==> config.mk <==
export PLATFORM = sky130hd
export DESIGN_NAME = wdslp_top
export DESIGN_NICKNAME = d
export VERILOG_FILES = /design/src/hdl/wdslp_top.v /design/src/hdl/wdslp_sync.v /design/src/hdl/wdslp_rcosc.v
export VERILOG_INCLUDE_DIRS = /design/src /design/src/hdl
export SDC_FILE = /design/constraint.sdc
export NUM_CORES = 1
export LEC_CHECK = 0
export BUFFER_PORTS_ARGS = -buffer_cell sky130_fd_sc_hd__buf_2
export CORE_MARGIN = 2
export CORE_UTILIZATION = 50
export CTS_CLUSTER_SIZE = 24
export DETAILED_ROUTE_END_ITERATION = 12
export HOLD_SLACK_MARGIN = 0.12
export PLACE_DENSITY = 0.77
export SLEW_MARGIN = 0
export SYNTH_ARGS = -nofsm -noshare
export SYNTH_HDL_FRONTEND = slang
export SYNTH_SLANG_ARGS = --single-unit
==> constraint.sdc <==
create_clock -name pclk -period 1.9 [get_ports pclk]
set_input_delay 0 -clock pclk [delete_from_list [all_inputs] [get_ports pclk]]
set_output_delay 0 -clock pclk [all_outputs]
set_load 0.02 [all_outputs]
==> src/hdl/wdslp_defs.vh <==
// wdslp_defs.vh: constants for the watchdog and sleep/wake controller
// assumes: included by bare name from the design files under hdl/
`ifndef WDSLP_DEFS_VH
`define WDSLP_DEFS_VH

// -----------------------------------------------------------------
// register offsets (printed offsets that are not multiples of four)
// -----------------------------------------------------------------
`define WDSLP_IDX_PRESCALE    16'h0081
`define WDSLP_IDX_CFGWORD     16'h2007
`define WDSLP_ADDR_PRESCALE   18'h00204
`define WDSLP_ADDR_CFGWORD    18'h0801c
`define WDSLP_ADDR_STATUS     18'h10000
`define WDSLP_ADDR_CONTROL    18'h10004
`define WDSLP_ADDR_IRQEN      18'h10008
`define WDSLP_ADDR_IRQFLAG    18'h1000c
`define WDSLP_ADDR_IOHOLD     18'h10010

// -----------------------------------------------------------------
// field positions
// -----------------------------------------------------------------
`define WDSLP_PRE_ASSIGN      3
`define WDSLP_CFG_WDEN        2
`define WDSLP_ST_PD           3
`define WDSLP_ST_TO           4
`define WDSLP_CTL_WATCHDOG_CLEAR_INSTR      0
`define WDSLP_CTL_SLEEP       1
`define WDSLP_CTL_GIE         2
`define WDSLP_CTL_IOSTATE     3

// -----------------------------------------------------------------
// reset values and timing
// -----------------------------------------------------------------
`define WDSLP_PRESCALE_RST    8'hff
`define WDSLP_CFGWORD_DEF     8'hff
`define WDSLP_NUM_SRC         11
`define WDSLP_SRC_WAKE_MASK   11'h7ff
`define WDSLP_IRQ_VECTOR      13'h0004
`define WDSLP_RC_PERIOD_NS    1000
`define WDSLP_RC_HALF_CYC     ((`WDSLP_RC_PERIOD_NS / 25) / 2)

`endif

==> src/hdl/wdslp_top.v <==
// wdslp_top.v: watchdog timer and sleep/wake controller with apb registers
// assumes: apb master on pclk; core issues clear/sleep as one-cycle pulses
// Summary of operation
// - watchdog counts on its own rc tick
// - expiry when awake gives watchdog device reset
// - expiry while asleep wakes and continues
// - any expiry clears timeout flag bit four
// - config enable cleared disables watchdog forever
// - shared scaler assign and ratio from prescale
// - clear or sleep zero watchdog and postscaler
// - clear zeros scaler only when assigned, keeps its assignment
// - sleep clears watchdog, pd low, to high
// - pins hold pre-sleep drive state during sleep
// - wake on reset pin, expiry, enabled interrupt
// - pd set at power-up, cleared by sleep
// - only clockless peripheral sources may wake
// - clocked peripherals cannot interrupt while asleep
// - wake needs individual enable, not global
// - after wake run next, then vector if global
// - pending enabled interrupt makes sleep a no-op
// - interrupt during sleep entry completes sleep first
// - flags set regardless of any enable
`timescale 1ns/1ps
`include "wdslp_defs.vh"
module wdslp_top #(
    parameter WD_BASE_LEN = 18,
    parameter WAKE_MASK   = `WDSLP_SRC_WAKE_MASK,
    parameter IO_WIDTH    = 8,
    parameter CFG_WORD    = `WDSLP_CFGWORD_DEF
) (
    input  wire                     pclk,
    input  wire                     presetn,
    input  wire                     psel,
    input  wire                     penable,
    input  wire                     pwrite,
    input  wire [17:0]              paddr,
    input  wire [31:0]              pwdata,
    output reg  [31:0]              prdata,
    output reg                      pready,
    output reg                      pslverr,
    input  wire                     external_reset_pin_n,
    input  wire [`WDSLP_NUM_SRC-1:0] irq_event,
    input  wire [IO_WIDTH-1:0]      io_out_core,
    input  wire [IO_WIDTH-1:0]      io_oe_n_core,
    output reg  [IO_WIDTH-1:0]      io_out,
    output reg  [IO_WIDTH-1:0]      io_oe_n,
    output reg                      device_reset,
    output reg                      asleep,
    output reg                      main_osc_enable,
    output reg                      resume_pulse,
    output reg                      vector_pulse,
    output reg  [12:0]              vector_addr
);
    // -----------------------------------------------------------------
    // state and registers
    // -----------------------------------------------------------------
    localparam ST_RUN   = 3'b001;
    localparam ST_SLEEP = 3'b010;
    localparam ST_NEXT  = 3'b100;

    reg  [2:0]                state;
    reg  [7:0]                timer_prescale_config;
    reg                       timeout_flag_n;
    reg                       powerdown_flag_n;
    reg                       global_irq_enable;
    reg  [`WDSLP_NUM_SRC-1:0] irq_enable;
    reg  [`WDSLP_NUM_SRC-1:0] irq_flag;
    reg  [WD_BASE_LEN-1:0]    watchdog_counter;
    reg  [7:0]                scaler;
    reg                       wd_rst_seen;
    reg                       wd_tick_d;
    wire                      rc_tick;
    wire                      ext_rst_sync;
    reg                       ext_rst_d;
    // pin held low must give one reset pulse, not one per cycle
    wire                      ext_rst_rise = ext_rst_sync & ~ext_rst_d;
    wire [`WDSLP_NUM_SRC-1:0] irq_sync;

    wire watchdog_enable_cfg = CFG_WORD[`WDSLP_CFG_WDEN];
    wire scaler_assign       = timer_prescale_config[`WDSLP_PRE_ASSIGN];
    wire [2:0] ratio         = timer_prescale_config[2:0];

    // -----------------------------------------------------------------
    // synchronisers and rc oscillator
    // -----------------------------------------------------------------
    wdslp_rcosc u_rc (
        .pclk    (pclk),
        .presetn (presetn),
        .tick    (rc_tick)
    );

    wdslp_sync u_rst (
        .pclk    (pclk),
        .presetn (presetn),
        .din     (~external_reset_pin_n),
        .dout    (ext_rst_sync)
    );

    genvar gi;
    generate
        for (gi = 0; gi < `WDSLP_NUM_SRC; gi = gi + 1) begin : g_irq
            wdslp_sync u_s (
                .pclk    (pclk),
                .presetn (presetn),
                .din     (irq_event[gi]),
                .dout    (irq_sync[gi])
            );
        end
    endgenerate

    reg [`WDSLP_NUM_SRC-1:0] irq_sync_d;
    wire [`WDSLP_NUM_SRC-1:0] irq_rise = irq_sync & ~irq_sync_d;

    // -----------------------------------------------------------------
    // apb decode
    // -----------------------------------------------------------------
    wire apb_acc   = psel && penable && pready;
    wire apb_wr    = apb_acc && pwrite;
    wire a_pre     = (paddr == `WDSLP_ADDR_PRESCALE);
    wire a_cfg     = (paddr == `WDSLP_ADDR_CFGWORD);
    wire a_st      = (paddr == `WDSLP_ADDR_STATUS);
    wire a_ctl     = (paddr == `WDSLP_ADDR_CONTROL);
    wire a_ien     = (paddr == `WDSLP_ADDR_IRQEN);
    wire a_iflg    = (paddr == `WDSLP_ADDR_IRQFLAG);
    wire a_io      = (paddr == `WDSLP_ADDR_IOHOLD);
    wire a_hit     = a_pre | a_cfg | a_st | a_ctl | a_ien | a_iflg | a_io;

    wire clr_instr   = apb_wr && a_ctl && pwdata[`WDSLP_CTL_WATCHDOG_CLEAR_INSTR] && (state == ST_RUN);
    wire sleep_instr = apb_wr && a_ctl && pwdata[`WDSLP_CTL_SLEEP] && (state == ST_RUN);

    // only clockless sources are heard while asleep
    wire [`WDSLP_NUM_SRC-1:0] src_live =
        (state == ST_SLEEP) ? (WAKE_MASK[`WDSLP_NUM_SRC-1:0]) : {`WDSLP_NUM_SRC{1'b1}};
    wire [`WDSLP_NUM_SRC-1:0] flag_set = irq_rise & src_live;
    wire pending  = |(irq_flag & irq_enable);
    wire sleep_ok = sleep_instr && !pending;

    // -----------------------------------------------------------------
    // watchdog and shared scaler
    // -----------------------------------------------------------------
    wire wd_clear = clr_instr | sleep_ok;
    // ratio 1:2^ratio when assigned; else the base counter alone
    wire scaler_done = !scaler_assign || (scaler == ((8'h01 << ratio) - 8'h01));
    wire wd_full     = &watchdog_counter;
    wire wd_expire   = watchdog_enable_cfg && rc_tick && wd_full && scaler_done;

    always @(posedge pclk or negedge presetn) begin
        if (!presetn) begin
            watchdog_counter <= {WD_BASE_LEN{1'b0}};
            scaler           <= 8'h00;
        end else if (wd_clear || !watchdog_enable_cfg) begin
            watchdog_counter <= {WD_BASE_LEN{1'b0}};
            if (scaler_assign) begin
                scaler <= 8'h00;
            end
        end else if (rc_tick) begin
            watchdog_counter <= watchdog_counter + {{(WD_BASE_LEN-1){1'b0}}, 1'b1};
            if (wd_full && scaler_assign) begin
                scaler <= scaler_done ? 8'h00 : scaler + 8'h01;
            end
        end
    end

    // -----------------------------------------------------------------
    // registers, flags and sleep control
    // -----------------------------------------------------------------
    always @(posedge pclk or negedge presetn) begin
        if (!presetn) begin
            state                 <= ST_RUN;
            timer_prescale_config <= `WDSLP_PRESCALE_RST;
            timeout_flag_n        <= 1'b1;
            powerdown_flag_n      <= 1'b1;
            global_irq_enable     <= 1'b0;
            irq_enable            <= {`WDSLP_NUM_SRC{1'b0}};
            irq_flag              <= {`WDSLP_NUM_SRC{1'b0}};
            irq_sync_d            <= {`WDSLP_NUM_SRC{1'b0}};
            device_reset          <= 1'b0;
            asleep                <= 1'b0;
            main_osc_enable       <= 1'b1;
            resume_pulse          <= 1'b0;
            vector_pulse          <= 1'b0;
            vector_addr           <= 13'h0000;
            wd_rst_seen           <= 1'b0;
            wd_tick_d             <= 1'b0;
            ext_rst_d             <= 1'b0;
        end else begin
            irq_sync_d   <= irq_sync;
            ext_rst_d    <= ext_rst_sync;
            resume_pulse <= 1'b0;
            vector_pulse <= 1'b0;
            device_reset <= 1'b0;
            wd_tick_d    <= wd_expire;
            if (apb_wr && a_pre) begin
                timer_prescale_config <= pwdata[7:0];
            end
            if (apb_wr && a_ctl) begin
                global_irq_enable <= pwdata[`WDSLP_CTL_GIE];
            end
            if (apb_wr && a_ien) begin
                irq_enable <= pwdata[`WDSLP_NUM_SRC-1:0];
            end
            // write-one-to-clear; a new event in the same cycle wins
            if (apb_wr && a_iflg) begin
                irq_flag <= (irq_flag & ~pwdata[`WDSLP_NUM_SRC-1:0]) | flag_set;
            end else begin
                irq_flag <= irq_flag | flag_set;
            end
            if (wd_expire) begin
                timeout_flag_n <= 1'b0;
            end
            case (state)
                ST_RUN: begin
                    if (ext_rst_rise) begin
                        device_reset <= 1'b1;
                        timer_prescale_config <= `WDSLP_PRESCALE_RST;
                    end else if (wd_expire) begin
                        device_reset          <= 1'b1;
                        wd_rst_seen           <= 1'b1;
                        timer_prescale_config <= `WDSLP_PRESCALE_RST;
                    end else if (clr_instr) begin
                        timeout_flag_n   <= 1'b1;
                        powerdown_flag_n <= 1'b1;
                    end else if (sleep_ok) begin
                        timeout_flag_n   <= 1'b1;
                        powerdown_flag_n <= 1'b0;
                        main_osc_enable  <= 1'b0;
                        asleep           <= 1'b1;
                        state            <= ST_SLEEP;
                    end
                end
                ST_SLEEP: begin
                    // a flag raised during entry is seen here, after entry effects
                    if (ext_rst_rise) begin
                        device_reset          <= 1'b1;
                        timer_prescale_config <= `WDSLP_PRESCALE_RST;
                        asleep                <= 1'b0;
                        main_osc_enable       <= 1'b1;
                        state                 <= ST_RUN;
                    end else if (wd_expire || pending) begin
                        asleep          <= 1'b0;
                        main_osc_enable <= 1'b1;
                        resume_pulse    <= 1'b1;
                        state           <= (pending && global_irq_enable) ? ST_NEXT : ST_RUN;
                    end
                end
                ST_NEXT: begin
                    // prefetched instruction runs first, then the vector
                    vector_pulse <= 1'b1;
                    vector_addr  <= `WDSLP_IRQ_VECTOR;
                    state        <= ST_RUN;
                end
                default: begin
                    state <= ST_RUN;
                end
            endcase
        end
    end

    // -----------------------------------------------------------------
    // i/o hold: outputs freeze while asleep
    // -----------------------------------------------------------------
    always @(posedge pclk or negedge presetn) begin
        if (!presetn) begin
            io_out  <= {IO_WIDTH{1'b0}};
            io_oe_n <= {IO_WIDTH{1'b1}};
        end else if (!(asleep || (state == ST_RUN && sleep_ok))) begin
            io_out  <= io_out_core;
            io_oe_n <= io_oe_n_core;
        end
    end

    // -----------------------------------------------------------------
    // apb slave: one wait state, read data on the access edge
    // -----------------------------------------------------------------
    reg [31:0] next_prdata;
    always @* begin
        next_prdata = 32'h0000_0000;
        if (a_pre) next_prdata[7:0] = timer_prescale_config;
        if (a_cfg) next_prdata[7:0] = CFG_WORD[7:0];
        if (a_st) begin
            next_prdata[`WDSLP_ST_TO] = timeout_flag_n;
            next_prdata[`WDSLP_ST_PD] = powerdown_flag_n;
            next_prdata[0]            = wd_rst_seen;
        end
        if (a_ctl) next_prdata[`WDSLP_CTL_GIE] = global_irq_enable;
        if (a_ctl) next_prdata[`WDSLP_CTL_IOSTATE] = asleep;
        if (a_ien) next_prdata[`WDSLP_NUM_SRC-1:0] = irq_enable;
        if (a_iflg) next_prdata[`WDSLP_NUM_SRC-1:0] = irq_flag;
        if (a_io) next_prdata[IO_WIDTH-1:0] = io_out;
    end

    always @(posedge pclk or negedge presetn) begin
        if (!presetn) begin
            pready  <= 1'b0;
            prdata  <= 32'h0000_0000;
            pslverr <= 1'b0;
        end else if (psel && penable && !pready) begin
            pready  <= 1'b1;
            prdata  <= pwrite ? 32'h0000_0000 : next_prdata;
            pslverr <= !a_hit || (pwrite && a_cfg);
        end else begin
            pready  <= 1'b0;
            pslverr <= 1'b0;
        end
    end
endmodule // wdslp_top

==> src/hdl/wdslp_sync.v <==
// wdslp_sync.v: three-stage synchroniser with agreement filter
// assumes: input may change at any time relative to pclk
`timescale 1ns/1ps
module wdslp_sync (
    input  wire pclk,
    input  wire presetn,
    input  wire din,
    output reg  dout
);
    reg s1;
    reg s2;
    reg s3;

    // first stage feeds only the second
    always @(posedge pclk or negedge presetn) begin
        if (!presetn) begin
            s1   <= 1'b0;
            s2   <= 1'b0;
            s3   <= 1'b0;
            dout <= 1'b0;
        end else begin
            s1 <= din;
            s2 <= s1;
            s3 <= s2;
            if (s2 == s3) begin
                dout <= s3;
            end
        end
    end
endmodule // wdslp_sync

==> src/hdl/wdslp_rcosc.v <==
// wdslp_rcosc.v: model of the free-running watchdog rc oscillator
// assumes: pclk always runs; the tick stands in for one rc edge
`timescale 1ns/1ps
`include "wdslp_defs.vh"
module wdslp_rcosc #(
    parameter HALF_CYC = `WDSLP_RC_HALF_CYC
) (
    input  wire pclk,
    input  wire presetn,
    output reg  tick
);
    reg [15:0] cnt;

    // never gated by sleep: keeps ticking while the core clock is off
    always @(posedge pclk or negedge presetn) begin
        if (!presetn) begin
            cnt  <= 16'h0000;
            tick <= 1'b0;
        end else if (cnt >= HALF_CYC[15:0] - 16'h0001) begin
            cnt  <= 16'h0000;
            tick <= 1'b1;
        end else begin
            cnt  <= cnt + 16'h0001;
            tick <= 1'b0;
        end
    end
endmodule // wdslp_rcosc

==> Word level (Yosys, flattened, before mapping) <==
Cells that the tools add are included.
W data, S select, Z words.
{ "totals": {"ff_bits": 196, "inputBits": 83, "out_inout_bits": 68, "word_cells": 229} }
{ "op_classes": {"n_addsub": 4, "magnitude_cmp": 1, "eq_ne": 29, "shift": 1, "muxes": 64, "n_bitwise": 19, "n_reduce_logical": 38} }
{ "ops": {"columns": ["op", "count"], "rows": [
  ["$mux W8", 12],
  ["$eq A18 B17 Y1 const B", 5],
  ["$mux W11", 4],
  ["$mux W18", 2],
  ["$and A11 B11 Y11", 3],
  ["$mux W1", 32],
  ["$not A11 Y11", 2],
  ["$or A11 B11 Y11", 2],
  ["$mux W3", 7],
  ["$logic_and A1 B1 Y1", 19],
  ["$add A18 B1 Y18 const B", 1],
  ["$eq A18 B10 Y1 const B", 1],
  ["$eq A18 B16 Y1 const B", 1],
  ["$reduce_and A18 Y1", 1],
  ["$add A16 B1 Y16 const B", 1],
  ["$ge A16 B5 Y1 const B", 1],
  ["$mux W16", 1],
  ["$pmux W8 S2", 1],
  ["$eq A1 B1 Y1", 12],
  ["$reduce_or A11 Y1", 1],
  ["$ne A2 B2 Y1 const B", 5],
  ["$add A8 B1 Y8 const B", 1],
  ["$eq A8 B8 Y1", 1],
  ["$reduce_bool A2 Y1", 4],
  ["other kinds (18)", 36]
]} }

==> Longest topological paths before layout <==
{ "depth": {"ltp_word": 12, "ltp_mapped": 8, "ltp_nobuf": 7} }

==> By module <==
From an unflattened synthesis, not the netlist that was laid out.
{ "unflattened": {"cells_unflattened": 653, "area_unflattened_um2": 7737.4} }
{ "by_module_without_submodules": {"columns": ["mod", "n_inst", "cells_each", "area_each_um2", "seq_area_each_um2"], "rows": [
  ["wdslp_top", 1, 556, 5843.1, 2777.7],
  ["wdslp_sync", 12, 5, 111.4, 100.1],
  ["wdslp_rcosc", 1, 37, 558.0, 425.4]
]} }

==> Worst setup path after synthesis <==
OpenSTA, ideal clock, no wires.
{ "synth_timing": {"kind": "register to register", "start": "reg pready", "end": "reg io_out[0]", "setup_ns": 0.125, "arrival_ns": 1.871, "t_required_ns": 1.775, "slack_ns": -0.096, "path_stages_with_launch": 7, "n_path_buf": 1, "period_less_slack_ns": 1.996, "path_cell_list": "dfrtp_1 > nand4_1 > and2b_1 > and2_2 > a31oi_4 > buf_4 > mux2_2"} }
{ "synth_between": {"elab_chain_cells": 8} }
{ "synth_lines": {"columns": ["item", "line", "source"], "rows": [
  ["start: declaration", "wdslp_top.v:39", "output reg pready,"],
  ["start signal: assignment", "wdslp_top.v:294", "pready <= 1'b0;"],
  ["start signal: assignment", "wdslp_top.v:298", "pready <= 1'b1;"],
  ["start signal: assignment", "wdslp_top.v:302", "pready <= 1'b0;"],
  ["$logic_and A1 B1 Y1", "wdslp_top.v:117", "wire apb_acc = psel && penable && pready;"],
  ["$logic_and A1 B1 Y1", "wdslp_top.v:118", "wire apb_wr = apb_acc && pwrite;"],
  ["$logic_and A1 B1 Y1 (3 in series)", "wdslp_top.v:129", "wire sleep_instr = apb_wr && a_ctl && pwdata[`WDSLP_CTL_SLEEP] && (state == ST_RUN);"],
  ["$logic_and A1 B1 Y1", "wdslp_top.v:136", "wire sleep_ok = sleep_instr && !pending;"],
  ["$logic_and A1 B1 Y1", "wdslp_top.v:266", "end else if (!(asleep || (state == ST_RUN && sleep_ok))) begin"],
  ["$logic_or A1 B1 Y1", "wdslp_top.v:266", null],
  ["end signal: assignment", "wdslp_top.v:264", "io_out <= {IO_WIDTH{1'b0}};"],
  ["end signal: assignment", "wdslp_top.v:267", "io_out <= io_out_core;"],
  ["end: declaration", "wdslp_top.v:45", "output reg [IO_WIDTH-1:0] io_out,"]
]} }
Every way passes these cells.
A chain may end at the register's enable or synchronous reset.

==> Worst setup path in the final report <==
{ "layout_timing": {"start": "reg irq_flag[0]", "end": "reg scaler[3]"} }
{ "layout_between": {"elab_chain_cells": 7, "elab_cells_between_ends": 10, "cone_classes": "1 x eq/ne; 1 x mux; 2 x bitwise; 6 x reduce/logical"} }
{ "layout_lines": {"columns": ["item", "line", "source"], "rows": [
  ["start: declaration", "wdslp_top.v:67", "reg [`WDSLP_NUM_SRC-1:0] irq_flag;"],
  ["start signal: assignment", "wdslp_top.v:175", "irq_flag <= {`WDSLP_NUM_SRC{1'b0}};"],
  ["start signal: assignment", "wdslp_top.v:204", "irq_flag <= (irq_flag & ~pwdata[`WDSLP_NUM_SRC-1:0]) | flag_set;"],
  ["start signal: assignment", "wdslp_top.v:206", "irq_flag <= irq_flag | flag_set;"],
  ["$and A11 B11 Y11 (*)", "wdslp_top.v:135", "wire pending = |(irq_flag & irq_enable);"],
  ["$reduce_or A11 Y1 (*)", "wdslp_top.v:135", null],
  ["$logic_not A1 Y1 (*)", "wdslp_top.v:136", null],
  ["$logic_and A1 B1 Y1 (*)", "wdslp_top.v:136", null],
  ["$or A1 B1 Y1 (*)", "wdslp_top.v:141", "wire wd_clear = clr_instr | sleep_ok;"],
  ["$ne A2 B2 Y1 (no source line) or $reduce_bool A2 Y1 (tied branches)", null, null],
  ["$reduce_and A3 Y1 (no source line)", null, null],
  ["end signal: assignment", "wdslp_top.v:159", "scaler <= scaler_done ? 8'h00 : scaler + 8'h01;"],
  ["end: declaration", "wdslp_top.v:69", "reg [7:0] scaler;"]
]} }
Every way passes the cells marked *; elsewhere a longest branch is shown, timed or not.

==> impl_results.md <==
- Vias: around 5700
- Pre-antenna DRT Iters: 5
- DP Area: 0.00860 mm^2
- Net count, final: 951
- Switch share: 26.3%
- Synth unique cells: 70
- Tot Pwr: 8.23 mW
- Worst R2R End: scaler[3]$_DFFE_PN0P_
- Clk pwr share: roughly two fifths
- Final hold violations: 0
- EDFF count, synth: 0
- Hold crit path type: in -> reg
- Clk root buf: clkbuf_16
- Worst-path maximum fanout: 3
- Synthesized cell area: between 0.007 and 0.008 mm^2
- Hold path startpoint: paddr[7]
- Sequential cell area: approximately 0.0044 mm^2
- Worst-Skew Late Latency: 0.43 ns
- Max-slew violation total from the final report: 0
- Post-synth top flop: dfrtp_1
- First-pass GRT wire length: 28700 um
- DRC: 0
- Register-to-Register Setup Slack: -0.12 ns
- Worst hold path cell count: 6
- Final setup vio count: 27
- CP Cell Sequence: a222oi_1 > and3_1 > a31oi_1 > o31a_1 > or3_1 > a21oi_1
- DRT antenna net count: 0
- Synth Warn #: 0
- Reg2reg start: irq_flag[0]$_DFF_PN0_
- Fill count: just over 1000
- Final Cell Area: 0.00985 mm^2
- Area contributors post-synth: dfrtp_1, dfstp_2, mux2_2, buf_4, nand2_1
- DR iter-0 viols: 297
- Flops & latches, synth: about 180
- Sequential Power Share: about half
- Die height: between 100 and 150 um
- Highest-delay cell along the critical path: a222oi_1
- Worst vdd ir: between 700 and 800 uV
- Clock buffer depth: 2
- CORE AREA: 0.0146 mm^2
- Footprint of the multi-input gates: 0.00292 mm^2
- Yosys top cell area share: between 50 and 60%
- Status: complete, but fails checks
- Number of buffers and inverters on the critical path: 0
- Post-detail-place hpwl: 12100 um
- Max-cap viol count: 0
- TritonCTS Buffers: 17
- Clk sink count: 175
- Failing checks: negative setup slack
- CTS tree: built
- Die area: 0.0159 mm^2
- Syn_area_per_cell: ~12 um^2
- Cell taking the most area after synthesis: dfrtp_1
- Worst Setup End Kind: flip-flop
- Hold Path Sink: global_irq_enable$_DFFE_PN0P_
- Htree depth: 4
- Logic pwr share: 10.4%
- Commonest cells after routing, fill and taps aside: dfrtp_1, buf_2, buf_4, nand2_1, dlygate4sd3_1
- Largest net degree at the start of global routing: 53
- Total gr overflow: 0
- Pwr Density: between 800 and 900 mW/mm^2
- Antenna violations before repair: 1
- DIE WIDTH: 126 um
- GRT Total Usage: a little under a quarter
- Cells after Synth: 629
- Setup Crit Path Kind: reg -> reg
- WL/cell: ~17 um
- Top delay family on crit path: compound AO/OA/AOI/OAI gates
- P_int: ~6 mW
- Max Clock Skew: 0.00908 ns
- Layout Area Growth over Synthesis: 32.0%
- Leakage: 4.61 nW
- Period Utilization, post-route: 106%
- Row count: 44
- Unrepaired setup endpoints after global routing: yes
- Reg clk slew, reported paths: 0.07 ns
- Startpoint Class: flip-flop
- Worst Path Arrival: roughly 2.4 ns
- Register area share after synthesis: 59.0%
- Sw power: 2.17 mW
- Min cycle time layout: 2.02 ns
- Drt via density: 5.37
- IO buf count: between 90 and 100
- Gpl congestion: around 0.86
- Top Ports: 151
- Asr flop ratio synth: 100%
- Starting Density: 51.2%
- Commonest non-fill, non-tap cell in the layout: dfrtp_1
- Vias in the first global route: 5860
- Setup WS post-layout: -0.123 ns
- Final WL: 17500 um
- CP max stage delay: 0.41 ns
- Register-to-Register Path Depth: 6
- Layout cells sized above 1: between 30 and 40%
- FMAX: 0.494 GHz
- CP required: 2.26 ns
==> worst max-delay path by stage <==
stage / from / endpoint / depth (start not counted)
after floorplan: watchdog_counter[0]$_DFFE_PN0P_ / scaler[7]$_DFFE_PN0P_ / 7
after global placement: irq_enable[0]$_DFFE_PN0P_ / scaler[3]$_DFFE_PN0P_ / 6
after detailed placement: irq_enable[0]$_DFFE_PN0P_ / state[1]$_DFFE_PN0P_ / 7
after CTS: irq_flag[0]$_DFF_PN0_ / scaler[3]$_DFFE_PN0P_ / 6
after global routing: irq_enable[0]$_DFFE_PN0P_ / scaler[3]$_DFFE_PN0P_ / 6
final: irq_flag[0]$_DFF_PN0_ / scaler[3]$_DFFE_PN0P_ / 6
==> stage by stage <==
step | hold slack [ns] | utilization (%) | cells | worst slack (ns) | setup TNS [ns]
2_1_floorplan | -0.296 | - | 672 | -0.00600 | -0.0138
3_3_place_gp | -0.0420 | 58.9 | 973 | -0.115 | -2.13
3_5_place_dp | -0.0347 | 58.9 | 973 | -0.187 | -5.21
4_1_cts | 0.147 | 67.0 | 1061 | -0.0923 | -0.746
5_1_grt | 0.141 | 67.5 | 1062 | -0.211 | -4.37
6_report | 0.0826 | 67.5 | 1063 | -0.123 | -1.53
==> power groups by stage <==
| stage | combinational, mW | clock, mW | sequential [mW] |
|---|---|---|---|
| 6_report | 0.858 | 3.33 | 4.05 |
| 5_1_grt | 0.956 | 3.56 | 4.07 |
| 4_1_cts | 0.851 | 3.39 | 4.05 |
| 3_5_place_dp | 0.735 | 0 | 4.12 |
| 3_3_place_gp | 0.694 | 0 | 4.10 |
| 2_1_floorplan | 0.408 | 0 | 4.12 |
==> routing by layer <==
layer,vias up,part of all wire (%),track usage (%)
met5,-,0.074,0
met4,2,2.3,9.05
met3,31,5.5,5.56
met2,200,51,39.1
met1,2858,41,27.9
li1,2620,-,-
==> worst min-delay path, delay by kind of cell <==
family        cells  cell delay, ns
buf+inv           1            0.09
simple gates      5            0.41
==> cell type report <==
type,instances,share of cell area [%]
diodes,1,0.0254
clock buffers,17,4.32
clock inverters,15,1.46
inverters,25,0.952
multi-input cells,421,29.7
flip-flops and latches,175,44.7
well taps,184,2.34
repair buffers,225,16.5
==> cells in the mapped netlist, types with 7 or more instances <==
| library cell | count |
|---|---|
| dfrtp_1 | 155 |
| nand2_1 | 53 |
| nor2_1 | 45 |
| buf_4 | 34 |
| mux2_2 | 34 |
| inv_1 | 25 |
| dfstp_2 | 20 |
| o21ai_0 | 20 |
| nand3_1 | 18 |
| a22o_1 | 15 |
| a21oi_1 | 13 |
| mux2i_1 | 13 |
| maj3_1 | 12 |
| nor3_1 | 12 |
| nand4_1 | 10 |
| xnor2_1 | 10 |
| xor2_1 | 10 |
| and3_1 | 9 |
| buf_2 | 9 |
| a31oi_1 | 7 |
| o211ai_1 | 7 |
==> logic make-up after synthesis <==
group	after synthesis	synth area share, %
buffers and inverters	76	5.78
other	1	0.0502
AOI/OAI and AO/OA	101	9.97
adders and majority gates	15	2.11
xor gates and xnor gates	20	2.35
muxes	47	6.87
and+or+nand+nor	194	13.9
DFF	175	59.0
==> flip-flops by register name, indices dropped and copies added, names as in the netlist, 3 cells and up <==
register	flops
g_irq.u_s.dout	11
g_irq.u_s.s1	11
g_irq.u_s.s2	11
g_irq.u_s.s3	11
io_oe_n	8
io_out	8
irq_enable	11
irq_flag	11
irq_sync_d	11
prdata	11
scaler	8
state	3
timer_prescale_config	8
u_rc.cnt	16
watchdog_counter	18
==> repair_timing <==
action,4_1_cts,5_1_grt
buffers inserted,10,3
hold buffers,46,0
endpoints found under the setup margin,58,60
hold endpoints to repair,230,0
gates resized for setup,15,17
pin swaps,18,9
Power figures use the tool's default switching activity.
